## src/hdl/tlc_pkg.sv

```systemverilog
// package of constants and types for the timer link input control block
// Function
// - bits 7:6 select sync mode: none, sync-on-green, composite, separate; reset 0.
// - internal hsync from spare hsync, composite sync, or hsync input by mode.
// - internal vsync from spare vsync, separator vertical, or vsync input by mode.
// - bit 5 route enable, reset 0; when 0 timers keep normal pin inputs.
// - route enable 1 feeds timers from internal sync signals as tabulated.
// - with route enable 1, timer x reset input is driven by internal hsync.
// - bit 4 capture arm, reset 0, arms one pulse-width measurement on timer x.
// - armed: rising edge captures counter to rise reg, next fall to fall reg.
// - after the fall capture the arm bit clears itself.
// - arm bit sets only on write of 1 after reading it as 0.
// - timer x has general, rise and fall capture registers.
package tlc_pkg;

  // ==========================================================================
  // register map
  localparam logic [11:0] TLC_CTRL_OFS   = 12'h000;
  localparam logic [11:0] TLC_GCAP_OFS   = 12'h004;
  localparam logic [11:0] TLC_RCAP_OFS   = 12'h008;
  localparam logic [11:0] TLC_FCAP_OFS   = 12'h00c;
  localparam logic [11:0] TLC_STAT_OFS   = 12'h010;
  localparam logic [11:0] TLC_MASK_OFS   = 12'h014;

  // ==========================================================================
  // control fields
  localparam int          TLC_MODE_HI_POS = 7;
  localparam int          TLC_MODE_LO_POS = 6;
  localparam int          TLC_ROUTE_POS   = 5;
  localparam int          TLC_ARM_POS     = 4;
  localparam logic [7:0]  TLC_CTRL_RST    = 8'h00;
  localparam logic [7:0]  TLC_CTRL_WMASK  = 8'he0;

  // status bits: 0 rise captured, 1 fall captured, 2 general capture
  localparam int          TLC_ST_RISE     = 0;
  localparam int          TLC_ST_FALL     = 1;
  localparam int          TLC_ST_GCAP     = 2;
  localparam int          TLC_NEV         = 3;

  typedef enum logic [1:0] {
    TLC_MODE_NONE,
    TLC_MODE_SOG,
    TLC_MODE_COMP,
    TLC_MODE_SEP
  } tlc_mode_t;

  typedef struct packed {
    logic frt_a;
    logic frt_b;
    logic frt_c;
    logic frt_d;
    logic one_clk;
    logic one_rst;
    logic x_clk;
    logic x_rst;
    logic y_clk;
    logic y_rst;
  } tlc_route_t;

endpackage : tlc_pkg

```

## src/hdl/tlc_top.sv

```systemverilog
// timer link input routing, control register and capture over apb
`timescale 1ns/100ps
module tlc_top
  import tlc_pkg::*;
#(
  parameter int CW = 8
)
(
  // apb
  input  wire logic          pclk,
  input  wire logic          presetn,
  input  wire logic          psel,
  input  wire logic          penable,
  input  wire logic          pwrite,
  input  wire logic [11:0]   paddr,
  input  wire logic [31:0]   pwdata,
  output logic [31:0]        prdata,
  output logic               pready,
  output logic               pslverr,
  // sync inputs
  input  wire logic          spare_hsync_in,
  input  wire logic          spare_vsync_in,
  input  wire logic          composite_sync_in,
  input  wire logic          hsync_in,
  input  wire logic          vsync_in,
  input  wire logic          sync_separator_vertical,
  input  wire logic          generated_vsync,
  // normal timer pins
  input  wire logic          frt_capture_a,
  input  wire logic          frt_capture_b,
  input  wire logic          frt_capture_c,
  input  wire logic          frt_capture_d,
  input  wire logic          timer_one_ext_in,
  input  wire logic          timer_x_ext_in,
  input  wire logic          timer_y_ext_in,
  input  wire logic          timer_one_out,
  input  wire logic [CW-1:0] timer_counter,
  // routed timer inputs
  output tlc_route_t         route,
  output logic               internal_hsync,
  output logic               internal_vsync,
  // interrupt
  output logic               irq
);
  initial if (CW < 1 || CW > 32) $error("tlc_top: CW out of range");

  // ==========================================================================
  // registers
  logic [7:0]         ctrl_r, ctrl_nxt;
  logic               arm_seen0_r, arm_seen0_nxt;
  logic [TLC_NEV-1:0] stat_r, stat_nxt, mask_r, mask_nxt;
  logic [31:0]        prdata_nxt;
  logic [CW-1:0]      gcap, rcap, fcap;
  logic               rise_ev, fall_ev, gcap_ev;
  logic               wr, rd, rd_setup;
  tlc_mode_t          mode;
  tlc_route_t         route_nxt;

  assign wr      = psel && penable && pwrite;
  assign rd      = psel && penable && !pwrite;
  assign rd_setup = psel && !penable && !pwrite;
  assign pready  = 1'b1;
  assign pslverr = 1'b0;
  assign mode    = tlc_mode_t'(ctrl_r[TLC_MODE_HI_POS:TLC_MODE_LO_POS]);
  assign irq     = |(stat_r & mask_r);

  // ==========================================================================
  // sync selection
  always_comb
  begin
    case (mode)
      TLC_MODE_NONE: internal_hsync = spare_hsync_in;
      TLC_MODE_SOG:  internal_hsync = composite_sync_in;
      default:       internal_hsync = hsync_in;
    endcase
    case (mode)
      TLC_MODE_NONE: internal_vsync = spare_vsync_in;
      TLC_MODE_SEP:  internal_vsync = vsync_in;
      default:       internal_vsync = sync_separator_vertical;
    endcase
  end

  // ==========================================================================
  // timer input routing
  always_comb
  begin
    if (ctrl_r[TLC_ROUTE_POS])
    begin
      route_nxt.frt_a   = internal_vsync;
      route_nxt.frt_b   = timer_one_out;
      route_nxt.frt_c   = spare_vsync_in;
      route_nxt.frt_d   = internal_hsync;
      route_nxt.one_clk = internal_hsync;
      route_nxt.one_rst = !internal_vsync;
      route_nxt.x_clk   = internal_hsync;
      route_nxt.x_rst   = internal_hsync;
      route_nxt.y_clk   = generated_vsync;
      route_nxt.y_rst   = generated_vsync;
    end
    else
    begin
      route_nxt.frt_a   = frt_capture_a;
      route_nxt.frt_b   = frt_capture_b;
      route_nxt.frt_c   = frt_capture_c;
      route_nxt.frt_d   = frt_capture_d;
      route_nxt.one_clk = timer_one_ext_in;
      route_nxt.one_rst = timer_one_ext_in;
      route_nxt.x_clk   = timer_x_ext_in;
      route_nxt.x_rst   = timer_x_ext_in;
      route_nxt.y_clk   = timer_y_ext_in;
      route_nxt.y_rst   = timer_y_ext_in;
    end
  end

  // ==========================================================================
  // capture
  tlc_capture #(.CW(CW)) u_cap (
    .pclk    (pclk),
    .presetn (presetn),
    .rst_in  (route.x_rst),
    .armed   (ctrl_r[TLC_ARM_POS]),
    .count   (timer_counter),
    .gcap_r  (gcap),
    .rcap_r  (rcap),
    .fcap_r  (fcap),
    .rise_ev (rise_ev),
    .fall_ev (fall_ev),
    .gcap_ev (gcap_ev)
  );

  // ==========================================================================
  // register writes and reads
  always_comb
  begin
    ctrl_nxt      = ctrl_r;
    arm_seen0_nxt = arm_seen0_r;
    stat_nxt      = stat_r;
    mask_nxt      = mask_r;
    prdata_nxt    = prdata;
    // loaded in the setup cycle so read data stands at the access edge
    if (rd_setup)
    begin
      if (paddr == TLC_CTRL_OFS)
        prdata_nxt = {24'h000000, ctrl_r};
      else if (paddr == TLC_GCAP_OFS)
        prdata_nxt = 32'(gcap);
      else if (paddr == TLC_RCAP_OFS)
        prdata_nxt = 32'(rcap);
      else if (paddr == TLC_FCAP_OFS)
        prdata_nxt = 32'(fcap);
      else if (paddr == TLC_STAT_OFS)
        prdata_nxt = 32'(stat_r);
      else if (paddr == TLC_MASK_OFS)
        prdata_nxt = 32'(mask_r);
      else
        prdata_nxt = 32'h00000000;
    end
    // arm may be set only after software has seen it at 0
    if (rd && paddr == TLC_CTRL_OFS)
      arm_seen0_nxt = !prdata[TLC_ARM_POS];
    if (wr)
    begin
      if (paddr == TLC_CTRL_OFS)
      begin
        ctrl_nxt = (ctrl_r & ~TLC_CTRL_WMASK) | (pwdata[7:0] & TLC_CTRL_WMASK);
        if (pwdata[TLC_ARM_POS] && arm_seen0_r)
          ctrl_nxt[TLC_ARM_POS] = 1'b1;
        arm_seen0_nxt = 1'b0;
      end
      else if (paddr == TLC_STAT_OFS)
        stat_nxt = stat_r & ~pwdata[TLC_NEV-1:0];
      else if (paddr == TLC_MASK_OFS)
        mask_nxt = pwdata[TLC_NEV-1:0];
    end
    if (fall_ev)
      ctrl_nxt[TLC_ARM_POS] = 1'b0;
    // set wins over clear
    stat_nxt[TLC_ST_RISE] = stat_nxt[TLC_ST_RISE] | rise_ev;
    stat_nxt[TLC_ST_FALL] = stat_nxt[TLC_ST_FALL] | fall_ev;
    stat_nxt[TLC_ST_GCAP] = stat_nxt[TLC_ST_GCAP] | gcap_ev;
  end

  always_ff @(posedge pclk or negedge presetn)
  begin
    if (!presetn)
    begin
      ctrl_r      <= TLC_CTRL_RST;
      arm_seen0_r <= 1'b0;
      stat_r      <= '0;
      mask_r      <= '0;
      prdata      <= 32'h00000000;
      route       <= '0;
    end
    else
    begin
      ctrl_r      <= ctrl_nxt;
      arm_seen0_r <= arm_seen0_nxt;
      stat_r      <= stat_nxt;
      mask_r      <= mask_nxt;
      prdata      <= prdata_nxt;
      route       <= route_nxt;
    end
  end
endmodule : tlc_top

```

## src/hdl/tlc_capture.sv

```systemverilog
// one-shot pulse-width capture for timer x
`timescale 1ns/100ps
module tlc_capture
  import tlc_pkg::*;
#(
  parameter int CW = 8
)
(
  // clock and reset
  input  wire logic          pclk,
  input  wire logic          presetn,
  // signals
  input  wire logic          rst_in,
  input  wire logic          armed,
  input  wire logic [CW-1:0] count,
  // results
  output logic [CW-1:0]      gcap_r,
  output logic [CW-1:0]      rcap_r,
  output logic [CW-1:0]      fcap_r,
  output logic               rise_ev,
  output logic               fall_ev,
  output logic               gcap_ev
);
  initial if (CW < 1 || CW > 32) $error("tlc_capture: CW out of range");

  logic          prev_r, prev_nxt;
  logic          got_rise_r, got_rise_nxt;
  logic [CW-1:0] gcap_nxt, rcap_nxt, fcap_nxt;

  always_comb
  begin
    prev_nxt     = rst_in;
    got_rise_nxt = got_rise_r;
    gcap_nxt     = gcap_r;
    rcap_nxt     = rcap_r;
    fcap_nxt     = fcap_r;
    rise_ev      = 1'b0;
    fall_ev      = 1'b0;
    gcap_ev      = 1'b0;
    if (rst_in && !prev_r)
    begin
      gcap_nxt = count;
      gcap_ev  = 1'b1;
    end
    if (!armed)
      got_rise_nxt = 1'b0;
    else if (rst_in && !prev_r && !got_rise_r)
    begin
      rcap_nxt     = count;
      got_rise_nxt = 1'b1;
      rise_ev      = 1'b1;
    end
    else if (!rst_in && prev_r && got_rise_r)
    begin
      fcap_nxt     = count;
      got_rise_nxt = 1'b0;
      fall_ev      = 1'b1;
    end
  end

  always_ff @(posedge pclk or negedge presetn)
  begin
    if (!presetn)
    begin
      prev_r     <= 1'b0;
      got_rise_r <= 1'b0;
      gcap_r     <= '0;
      rcap_r     <= '0;
      fcap_r     <= '0;
    end
    else
    begin
      prev_r     <= prev_nxt;
      got_rise_r <= got_rise_nxt;
      gcap_r     <= gcap_nxt;
      rcap_r     <= rcap_nxt;
      fcap_r     <= fcap_nxt;
    end
  end
endmodule : tlc_capture

```

## config.mk

```make
export PLATFORM = sky130hd
export DESIGN_NAME = tlc_top
export DESIGN_NICKNAME = d
export VERILOG_FILES = /design/src/hdl/tlc_pkg.sv /design/src/hdl/tlc_top.sv /design/src/hdl/tlc_capture.sv
export SDC_FILE = /design/constraint.sdc
export NUM_CORES = 1
export LEC_CHECK = 0
export BUFFER_PORTS_ARGS = -buffer_cell sky130_fd_sc_hd__buf_2
export CORE_MARGIN = 4
export CORE_UTILIZATION = 48
export DETAILED_ROUTE_END_ITERATION = 10
export PLACE_DENSITY_LB_ADDON = 0.2
export SLEW_MARGIN = 5
export SYNTH_ARGS = -nofsm -noshare
export SYNTH_HDL_FRONTEND = slang
export SYNTH_HIERARCHICAL = 1
export SYNTH_SLANG_ARGS = --single-unit
```

## constraint.sdc

```tcl
create_clock -name pclk -period 2.1 [get_ports pclk]
set_clock_uncertainty 0.2 [all_clocks]
set_input_delay 0.105 -clock pclk [delete_from_list [all_inputs] [get_ports pclk]]
set_output_delay 0.105 -clock pclk [all_outputs]
set_load 0.03 [all_outputs]
```

==> summary.txt, run 1 <==
Clocking
  • Clock latency on the worst-skew pair: 0.31 ns
  • Num Clock Sinks: 53
  • Clock transition at path regs: 0.09 ns
  • Clock buffer depth: 2
  • CTS root buf: clkbuf_8
  • TritonCTS buffer count: 5
  • H-tree Lvls: 2
  • CTS tree: done
  • Postcts setup bufs: 0

Power
  • VDD IR-drop max: 312 uV
  • Pwr Density: 601 nW/um^2
  • Final Power: 0.00213 W
  • Leakage: 1.71 nW

Drt
  • DRC viols: 0
  • Routed len/inst: 15.8 um
  • Antenna-violating nets left: 0
  • Vias per std cell: 5.12
  • Initial DRC count: 90
  • First drt pass iteration count: 4
  • Vias after detailed routing: 2123
  • Routed wire length: 6570 um

Floorplanning
  • Die ar.: 7120 um^2
  • Initial Utilization: 50.2%
  • Die height: 84.4 um
  • Chip Width: 84.4 um
  • Std-Cell Rows: 27
  • I/O Pins: 119
  • Core footprint: 5570 um^2

Yosys
  • Mux contribution to synthesized area: 17.0%
  • Syn Std Cell Area: 2800 um^2
  • Synth Area in Adders: 1.70%
  • Warnings, synthesis: 6
  • Gate Count Post-Synth: 244
  • Number of synthesized flops with an enable pin: 0
  • Top cell type's share of synthesized area: 47.4%
  • Ys flop type: dfrtp_1
  • Sequential share of the synthesized area: 47.4%
  • FFs w/ async S/R, synth: 100%
  • Post-synthesis xor/xnor area fraction: 0%
  • Simple-Gate Fraction of Synth Area: 14.8%
  • Top cells by area, synth: dfrtp_1, mux2_2, buf_4
  • Combinational family with the most area after synthesis: multiplexers
  • Netlist cell types: 52
  • Seq cells post-synth: 53
  • Post-Syn Area per Cell: 11.5 um^2
  • Complex-gate fraction of the synthesized area: 8.89%
  • Cell taking the most area after synthesis: dfrtp_1

Setup path
  • Worst path required time: 1.79 ns
  • WS Path Type: register to primary output
  • Critical Path AT: 1.64 ns
  • Critical path fanouts, max: 5
  • CP Capture Type: primary output
  • Setup crit start kind: register

STA
  • Final setup violation count: 0
  • Final TNS setup: 0 ns
  • Final Max Slew Viols: 0
  • Fmax: 513 MHz
  • Final hold vios: 0
  • Relative slew slack: 54.9%
  • Worst-margin pin slew: 0.676 ns
  • Final Critical Period: 1.95 ns
  • Worst hold margin: 0.0404 ns
  • Final worst path period share: 92.8%
  • Unrepaired setup endpoints after global routing: false

Finish
  • Area grow syn2layout: 26.5%
  • Storage element area: 1330 um^2
  • Area of the multi-input gates: 1300 um^2
  • # fillers: 458
  • Ant diodes: 0
  • Total Nets Final: 417
  • Share of cells above drive strength 1: 37.0%
  • Finished Layout Cells: 415

Global routing
  • GR Overflow Total: 0
  • Vias in the first global route: 2197
  • Initial antenna violation count: 0
  • GRT Total Usage: 19.1%
  • First-pass GRT wire length: 10700 um
  • Largest net degree at the start of global routing: 54

Placed design
  • Gpl congestion: 0.817
  • DP Cell Count: 378
  • Dpl hpwl: 4570 um
  • PortBufs: 67

Hold path
  • Min-delay worst type: input port to register

Outcome
  • Status: finished clean

Job
  • Max-capacitance violation count: 0
## repair_timing
action                                  4_1_cts  5_1_grt
gates resized for setup                       0        3
hold buffers                                 29        0
hold endpoints to repair                     95        0
endpoints found under the setup margin        0        3
## worst paths after layout
check                           from  cells past startpoint  slack [ns]         endpoint
max                        ctrl_r[6]                      5        0.15   internal_hsync
min                        pwdata[4]                      4        0.04        ctrl_r[4]
max reg2reg                ctrl_r[5]                      2        0.24         route[7]
min reg2reg                 route[3]                      0        0.27     u_cap/prev_r
max in group asynchronous    presetn                      3        1.00  u_cap/fcap_r[6]
min in group asynchronous    presetn                      3        0.23        prdata[3]
## layout make-up
type / instances / share of cell area, %
flip-flops and latches: 53 / 37.4
multi-input cells: 173 / 36.6
well taps: 72 / 2.54
clock buffers: 7 / 2.44
repair buffers: 103 / 19.5
inverters: 6 / 0.636
clock inverters: 1 / 0.848
## kinds of logic (layout without fill, tap and decap cells)
logic type                 Yosys count  count (layout)
and+or+nand+nor                     68              68
muxes                               40              40
DFF                                 53              53
adders and majority gates            4               4
other                                2              26
AOI/OAI and AO/OA                   35              35
buffers and inverters               42             117
## critical path, stage by stage (launching register included)
cell and delay (ns):
dfrtp_1 0.43, inv_1 0.06, ha_1 0.24, a221oi_2 0.35, inv_1 0.08, buf_2 0.18
## state kept, by name, indices dropped and copies added, names as in the netlist
name and count:
prdata 8, u_cap/fcap_r 8, u_cap/got_rise_r 1, u_cap/rcap_r 8, mask_r 3, u_cap/prev_r 1
u_cap/gcap_r 8, route 8, stat_r 3, arm_seen0_r 1, ctrl_r 4
## cell usage in the layout (no fill, tap or decap), types with 4 or more instances in the layout
cell and instances:
clkbuf_8 6, buf_4 6, inv_1 6, nand3_1 5, mux2i_1 4, mux2_2 28, mux2_4 8, nor3b_1 7
dlygate4sd3_1 29, nor2_1 11, dfrtp_1 53, buf_2 67, a21oi_1 4, conb_1 26, nand2_1 15, o21ai_0 6
## through the flow
| stage | utilization [%] | worst slack [ns] | cell area [um^2] |
|---|---|---|---|
| floorplan | - | 0.0312 | 2890 |
| global placement | 56.0 | 0.120 | 3120 |
| detailed placement | 56.0 | 0.0988 | 3120 |
| CTS | 63.3 | 0.0880 | 3530 |
| global route | 63.5 | 0.0516 | 3540 |
| finish | 63.5 | 0.151 | 3540 |
## synth_stat cells, drive strengths merged (4+ instances only)
| cell | number |
|---|---|
| and2 | 5 |
| nor2 | 11 |
| nor3 | 4 |
| inv | 6 |
| dfrtp | 53 |
| mux2i | 4 |
| clkbuf | 4 |
| nor3b | 7 |
| nand2 | 15 |
| a21oi | 4 |
| buf | 32 |
| mux2 | 36 |
| o21ai | 7 |
| nand3 | 6 |
## metal layers
layer	global-route usage, %	share of wire (%)
met2	29.4	45
met3	5.20	8.5
met5	0	0
met4	6.62	2.0
met1	25.9	44
## power breakdown
| group | switching (W) | total (W) | leakage [nW] | internal (W) |
|---|---|---|---|---|
| sequential | 0.0000185 | 0.00108 | 0.678 | 0.00106 |
| clock | 0.000331 | 0.000720 | 0.0585 | 0.000389 |
| combinational | 0.000198 | 0.000333 | 0.972 | 0.000135 |
| total | 0.000547 | 0.00213 | 1.71 | 0.00158 |
No activity file was read; power rests on OpenSTA's default activity.
==> run 2, diff against run 1 <==
CORE_UTILIZATION = 49   (was 48)
CTS_BUF_LIST = sky130_fd_sc_hd__clkbuf_8   (was unset)
==> run 2 against run 1 <==
Effect of this change: non-clock buffer count stayed put; register-to-register slack hardly changed; final area is 1.2% lower; cell count stayed put; worst hold slack worse by 0.032 ns; utilization is 0.40 points lower; global-route usage is 0.32 points lower; setup slack worse by 0.0053 ns; clock-buffer cell count is 2 lower; critical path type unchanged; combinational power hardly changed; critical path depth stayed put; wire length is 1.4% lower.
==> summary.txt, run 2 (synthesis gave the netlist of run 1 again) <==
Global routing
  • First-pass GRT wire length: 10500 um
  • Vias in the first global route: 2129
  • GR Overflow Total: 0
  • Largest net degree at the start of global routing: 27
  • GRT Total Usage: 18.7%
  • Initial antenna violation count: 0

Clocking
  • Clock latency on the worst-skew pair: 0.30 ns
  • CTS root buf: clkbuf_8
  • CTS tree: done
  • Num Clock Sinks: 53
  • H-tree Lvls: 2
  • Clock buffer depth: 2
  • Postcts setup bufs: 0
  • TritonCTS buffer count: 5
  • Clock transition at path regs: 0.09 ns

Floorplanning
  • I/O Pins: 119
  • Die ar.: 6990 um^2
  • Die height: 83.6 um
  • Chip Width: 83.6 um
  • Core footprint: 5540 um^2
  • Std-Cell Rows: 27
  • Initial Utilization: 50.5%

Setup path
  • Critical Path AT: 1.65 ns
  • Critical path fanouts, max: 5
  • Worst path required time: 1.79 ns
  • WS Path Type: register to primary output
  • Setup crit start kind: register
  • CP Capture Type: primary output

Placed design
  • Gpl congestion: 0.825
  • Dpl hpwl: 4700 um
  • PortBufs: 67
  • DP Cell Count: 379

Finish
  • Most frequent cells in the layout: buf_2, dfrtp_1, mux2_2, dlygate4sd3_1, conb_1
  • Area grow syn2layout: 24.9%
  • Commonest non-fill, non-tap cell in the layout: buf_2
  • Share of cells above drive strength 1: 36.4%
  • Ant diodes: 0
  • Total Nets Final: 417
  • Finished Layout Cells: 415

Power
  • VDD IR-drop max: 378 uV
  • Pwr Density: 559 nW/um^2
  • Leakage: 1.70 nW

STA
  • Final Critical Period: 1.95 ns
  • Final hold vios: 0
  • Unrepaired setup endpoints after global routing: false
  • Final Max Slew Viols: 0
  • Fmax: 512 MHz
  • Final worst path period share: 93.1%
  • Final TNS setup: 0 ns
  • Relative slew slack: 60.0%
  • Final setup violation count: 0
  • Worst-margin pin slew: 0.600 ns

Hold path
  • Min-delay worst type: input port to register

Drt
  • First drt pass iteration count: 5
  • Antenna-violating nets left: 0
  • Initial DRC count: 96
  • Routed len/inst: 15.6 um
  • Vias after detailed routing: 2093
  • Vias per std cell: 5.04
  • Routed wire length: 6480 um
  • DRC viols: 0

Outcome
  • Status: finished clean

Job
  • Max-capacitance violation count: 0
## run 2: where the power goes
group          total, W  internal [W]  switching [W]  leakage (nW)
registers       0.00108       0.00106      0.0000193         0.678
clock network  0.000546      0.000223       0.000323        0.0519
logic          0.000332      0.000135       0.000197         0.972
## run 2: stage by stage
stage / util (%) / worst slack [ns] / cell area [um^2] / power [W] / hold slack (ns)
2_1_floorplan: - / 0.0312 / 2890 / 0.00131 / -0.391
3_3_place_gp: 56.5 / 0.123 / 3130 / 0.00138 / -0.0578
3_5_place_dp: 56.5 / 0.0920 / 3130 / 0.00139 / -0.0545
4_1_cts: 63.0 / 0.00250 / 3490 / 0.00197 / 0.000671
5_1_grt: 63.1 / 0.0404 / 3500 / 0.00205 / 0.0310
6_report: 63.1 / 0.146 / 3500 / 0.00196 / 0.00854
## run 2: cell type report
class | count | area [um^2]
inverters | 6 | 22.5
clock inverters | 3 | 11.3
multi-input cells | 173 | 1290
repair buffers | 103 | 688
clock buffers | 5 | 68.8
well taps | 72 | 90.1
flip-flops and latches | 53 | 1330
fillers | 475 | 2040
## run 2: worst max-delay path, cell delays in order (launching register included)
cell and delay, ns:
dfrtp_1 0.45, inv_1 0.07, ha_1 0.24, a221oi_2 0.34
inv_1 0.06, buf_2 0.18
## run 2: final timing paths
path	startpoint	endpoint	slack (ns)	cells past startpoint
worst max-delay path	ctrl_r[6]	internal_hsync	0.15	5
worst min-delay path	pwrite	ctrl_r[4]	0.009	3
worst max register to register	ctrl_r[5]	route[1]	0.24	2
worst min register to register	route[3]	u_cap/prev_r	0.25	0
max in group asynchronous	presetn	u_cap/rcap_r[7]	0.94	3
min in group asynchronous	presetn	u_cap/rcap_r[3]	0.13	2
## run 2: metal layers
metal	vias to the layer above	share of wire, %	global-route usage (%)
li1	1009	-	-
met1	1004	46	25.0
met2	74	46	29.8
met3	6	7.6	5.73
met4	0	0.97	4.68
met5	-	0	0
## run 2: timing repair
item	in CTS	in global routing
hold endpoints to repair	65	0
endpoints found under the setup margin	0	2
hold buffers	28	0
gates resized for setup	0	2
==> run 3, diff against run 2 <==
CELL_PAD_IN_SITES_DETAIL_PLACEMENT = 1   (was unset)
CELL_PAD_IN_SITES_GLOBAL_PLACEMENT = 1   (was unset)
CORE_UTILIZATION = 37   (was 49)
==> run 3 against run 2 <==
Effect of this change: sequential power hardly changed; setup slack worse by 0.025 ns; first-iteration DRC count is 1.0% higher; worst hold slack better by 0.0053 ns; via count is 2.7% higher; wire length is 12% higher; critical path depth stayed put.
==> summary.txt, run 3 (synthesis gave the netlist of run 1 again) <==
Outcome
  • Status: finished clean

Global routing
  • Vias in the first global route: 2324
  • Initial antenna violation count: 0
  • GRT Total Usage: 17.3%
  • Largest net degree at the start of global routing: 54
  • GR Overflow Total: 0
  • First-pass GRT wire length: 11900 um

Finish
  • Non-Filler Cell Area, Final: 3560 um^2
  • Storage element area: 1330 um^2
  • Total Nets Final: 417
  • # fillers: 825
  • Area grow syn2layout: 27.0%
  • Most frequent cells in the layout: buf_2, dfrtp_1, dlygate4sd3_1
  • Share of cells above drive strength 1: 37.0%
  • Commonest non-fill, non-tap cell in the layout: buf_2
  • Area of the multi-input gates: 1290 um^2
  • Ant diodes: 0

Power
  • Pwr Density: 576 nW/um^2
  • Switching share of power: 27.0%
  • Clock power frac: 30.9%
  • Leakage: 1.71 nW
  • VDD IR-drop max: 216 uV
  • Combinational power share: 16.5%
  • Final Power: 0.00205 W
  • Seq pwr share: 52.6%
  • P_sw: 0.000554 W
  • P_int: 0.00150 W

Setup path
  • Crit-path leading delay family: flip-flops
  • Reg2Reg Depth: 2
  • WS Path Type: register to primary output
  • Slowest stage delay, CP: 0.44 ns
  • CP Capture Type: primary output
  • Worst R2R Start: ctrl_r[5]
  • Critical Path AT: 1.67 ns
  • Critical-path top delay cell: dfrtp_1
  • Register-to-register setup slack: 0.22 ns
  • Worst reg2reg path endpoint: route[7]
  • Setup crit start kind: register
  • Worst Path Buf+Inv: 3
  • Crit path top cell by count: inv_1
  • Critical path fanouts, max: 5
  • Worst path required time: 1.79 ns
  • Crit path cell chain: inv_1 > ha_1 > a221oi_2 > inv_1 > buf_2

Clocking
  • Postcts setup bufs: 0
  • CTS tree: done
  • Clock transition at path regs: 0.09 ns
  • H-tree Lvls: 2
  • CTS root buf: clkbuf_8
  • TritonCTS buffer count: 5
  • Clock buffer depth: 2
  • Clock latency on the worst-skew pair: 0.30 ns
  • Num Clock Sinks: 53

Floorplanning
  • Die ar.: 9020 um^2
  • I/O Pins: 119
  • Initial Utilization: 38.4%
  • Core footprint: 7290 um^2
  • Die height: 95.0 um
  • Chip Width: 95.0 um
  • Std-Cell Rows: 31

STA
  • Final setup violation count: 0
  • Final worst path period share: 94.3%
  • Setup WS post-layout: 0.120 ns
  • Final Max Slew Viols: 0
  • Final hold vios: 0
  • Fmax: 505 MHz
  • Final TNS setup: 0 ns
  • Final Critical Period: 1.98 ns
  • Worst hold margin: 0.0138 ns
  • Unrepaired setup endpoints after global routing: false

Drt
  • Initial DRC count: 97
  • Vias after detailed routing: 2149
  • Antenna-violating nets left: 0
  • Vias per std cell: 4.86
  • Routed len/inst: 16.4 um
  • Routed wire length: 7240 um
  • DRC viols: 0
  • First drt pass iteration count: 4

Placed design
  • DP Worst Slack: 0.0928 ns
  • Gpl congestion: 0.794
  • Post-placement cell area: 3160 um^2
  • PortBufs: 67
  • Dpl hpwl: 5170 um

Hold path
  • Hold depth: 4
  • Worst Hold Endpoint: ctrl_r[4]
  • Worst hold start: pwdata[4]
  • Min-delay worst type: input port to register

Job
  • Max-capacitance violation count: 0
[run 3: cell count changes in the layout (fill, tap and decap cells not counted), sizes merged]
cell | before | now
clkbuf | 5 | 7
buf | 75 | 74
inv | 9 | 6
clkinv | 0 | 1
dlygate4sd3 | 28 | 29
[run 3: power groups by stage]
stage          Clock, W  Combinational (W)  Sequential, W
6_report       0.000633           0.000337        0.00108
5_1_grt        0.000702           0.000370        0.00108
4_1_cts        0.000661           0.000339        0.00108
3_5_place_dp          0           0.000296        0.00110
3_3_place_gp          0           0.000291        0.00110
2_1_floorplan         0           0.000204        0.00111
[run 3: what timing repair did]
item | CTS | global route
cloned | 0 | 0
hold buffers | 29 | 0
endpoints found under the setup margin | 1 | 1
hold endpoints to repair | 95 | 0
gates resized for setup | 1 | 1
[run 3: worst min-delay path, stage by stage]
cell     delay (ns)
buf_2          0.07
and2_1         0.11
a41oi_1        0.11
nor2_1         0.08
[run 3: layout make-up]
| cell class | count | area share (%) |
|---|---|---|
| well taps | 99 | 3.48 |
| flip-flops and latches | 53 | 37.3 |
| clock inverters | 1 | 0.141 |
| repair buffers | 103 | 19.4 |
| multi-input cells | 173 | 36.3 |
| inverters | 6 | 0.633 |
| clock buffers | 7 | 2.71 |
[run 3: worst max-delay path by stage]
stage | cells past startpoint | to | from
global route | 6 | internal_hsync | ctrl_r[7]
CTS | 4 | internal_vsync | ctrl_r[6]
finish | 5 | internal_hsync | ctrl_r[6]
detailed placement | 5 | mask_r[2] | paddr[10]
global placement | 5 | mask_r[2] | paddr[10]
floorplan | 4 | route[9] | ctrl_r[6]
[run 3: routing by layer]
metal	GRT usage, %	share of wire (%)	up-vias
met4	3.37	0.99	0
li1	-	-	1012
met2	30.8	51	51
met5	0	0	-
met3	3.03	4.1	7
met1	21.9	43	1079
[run 3: stage by stage]
step / instances / util [%]
2_1_floorplan: 268 / -
3_3_place_gp: 405 / 43.3
3_5_place_dp: 405 / 43.3
4_1_cts: 442 / 48.8
5_1_grt: 442 / 48.8
6_report: 442 / 48.8
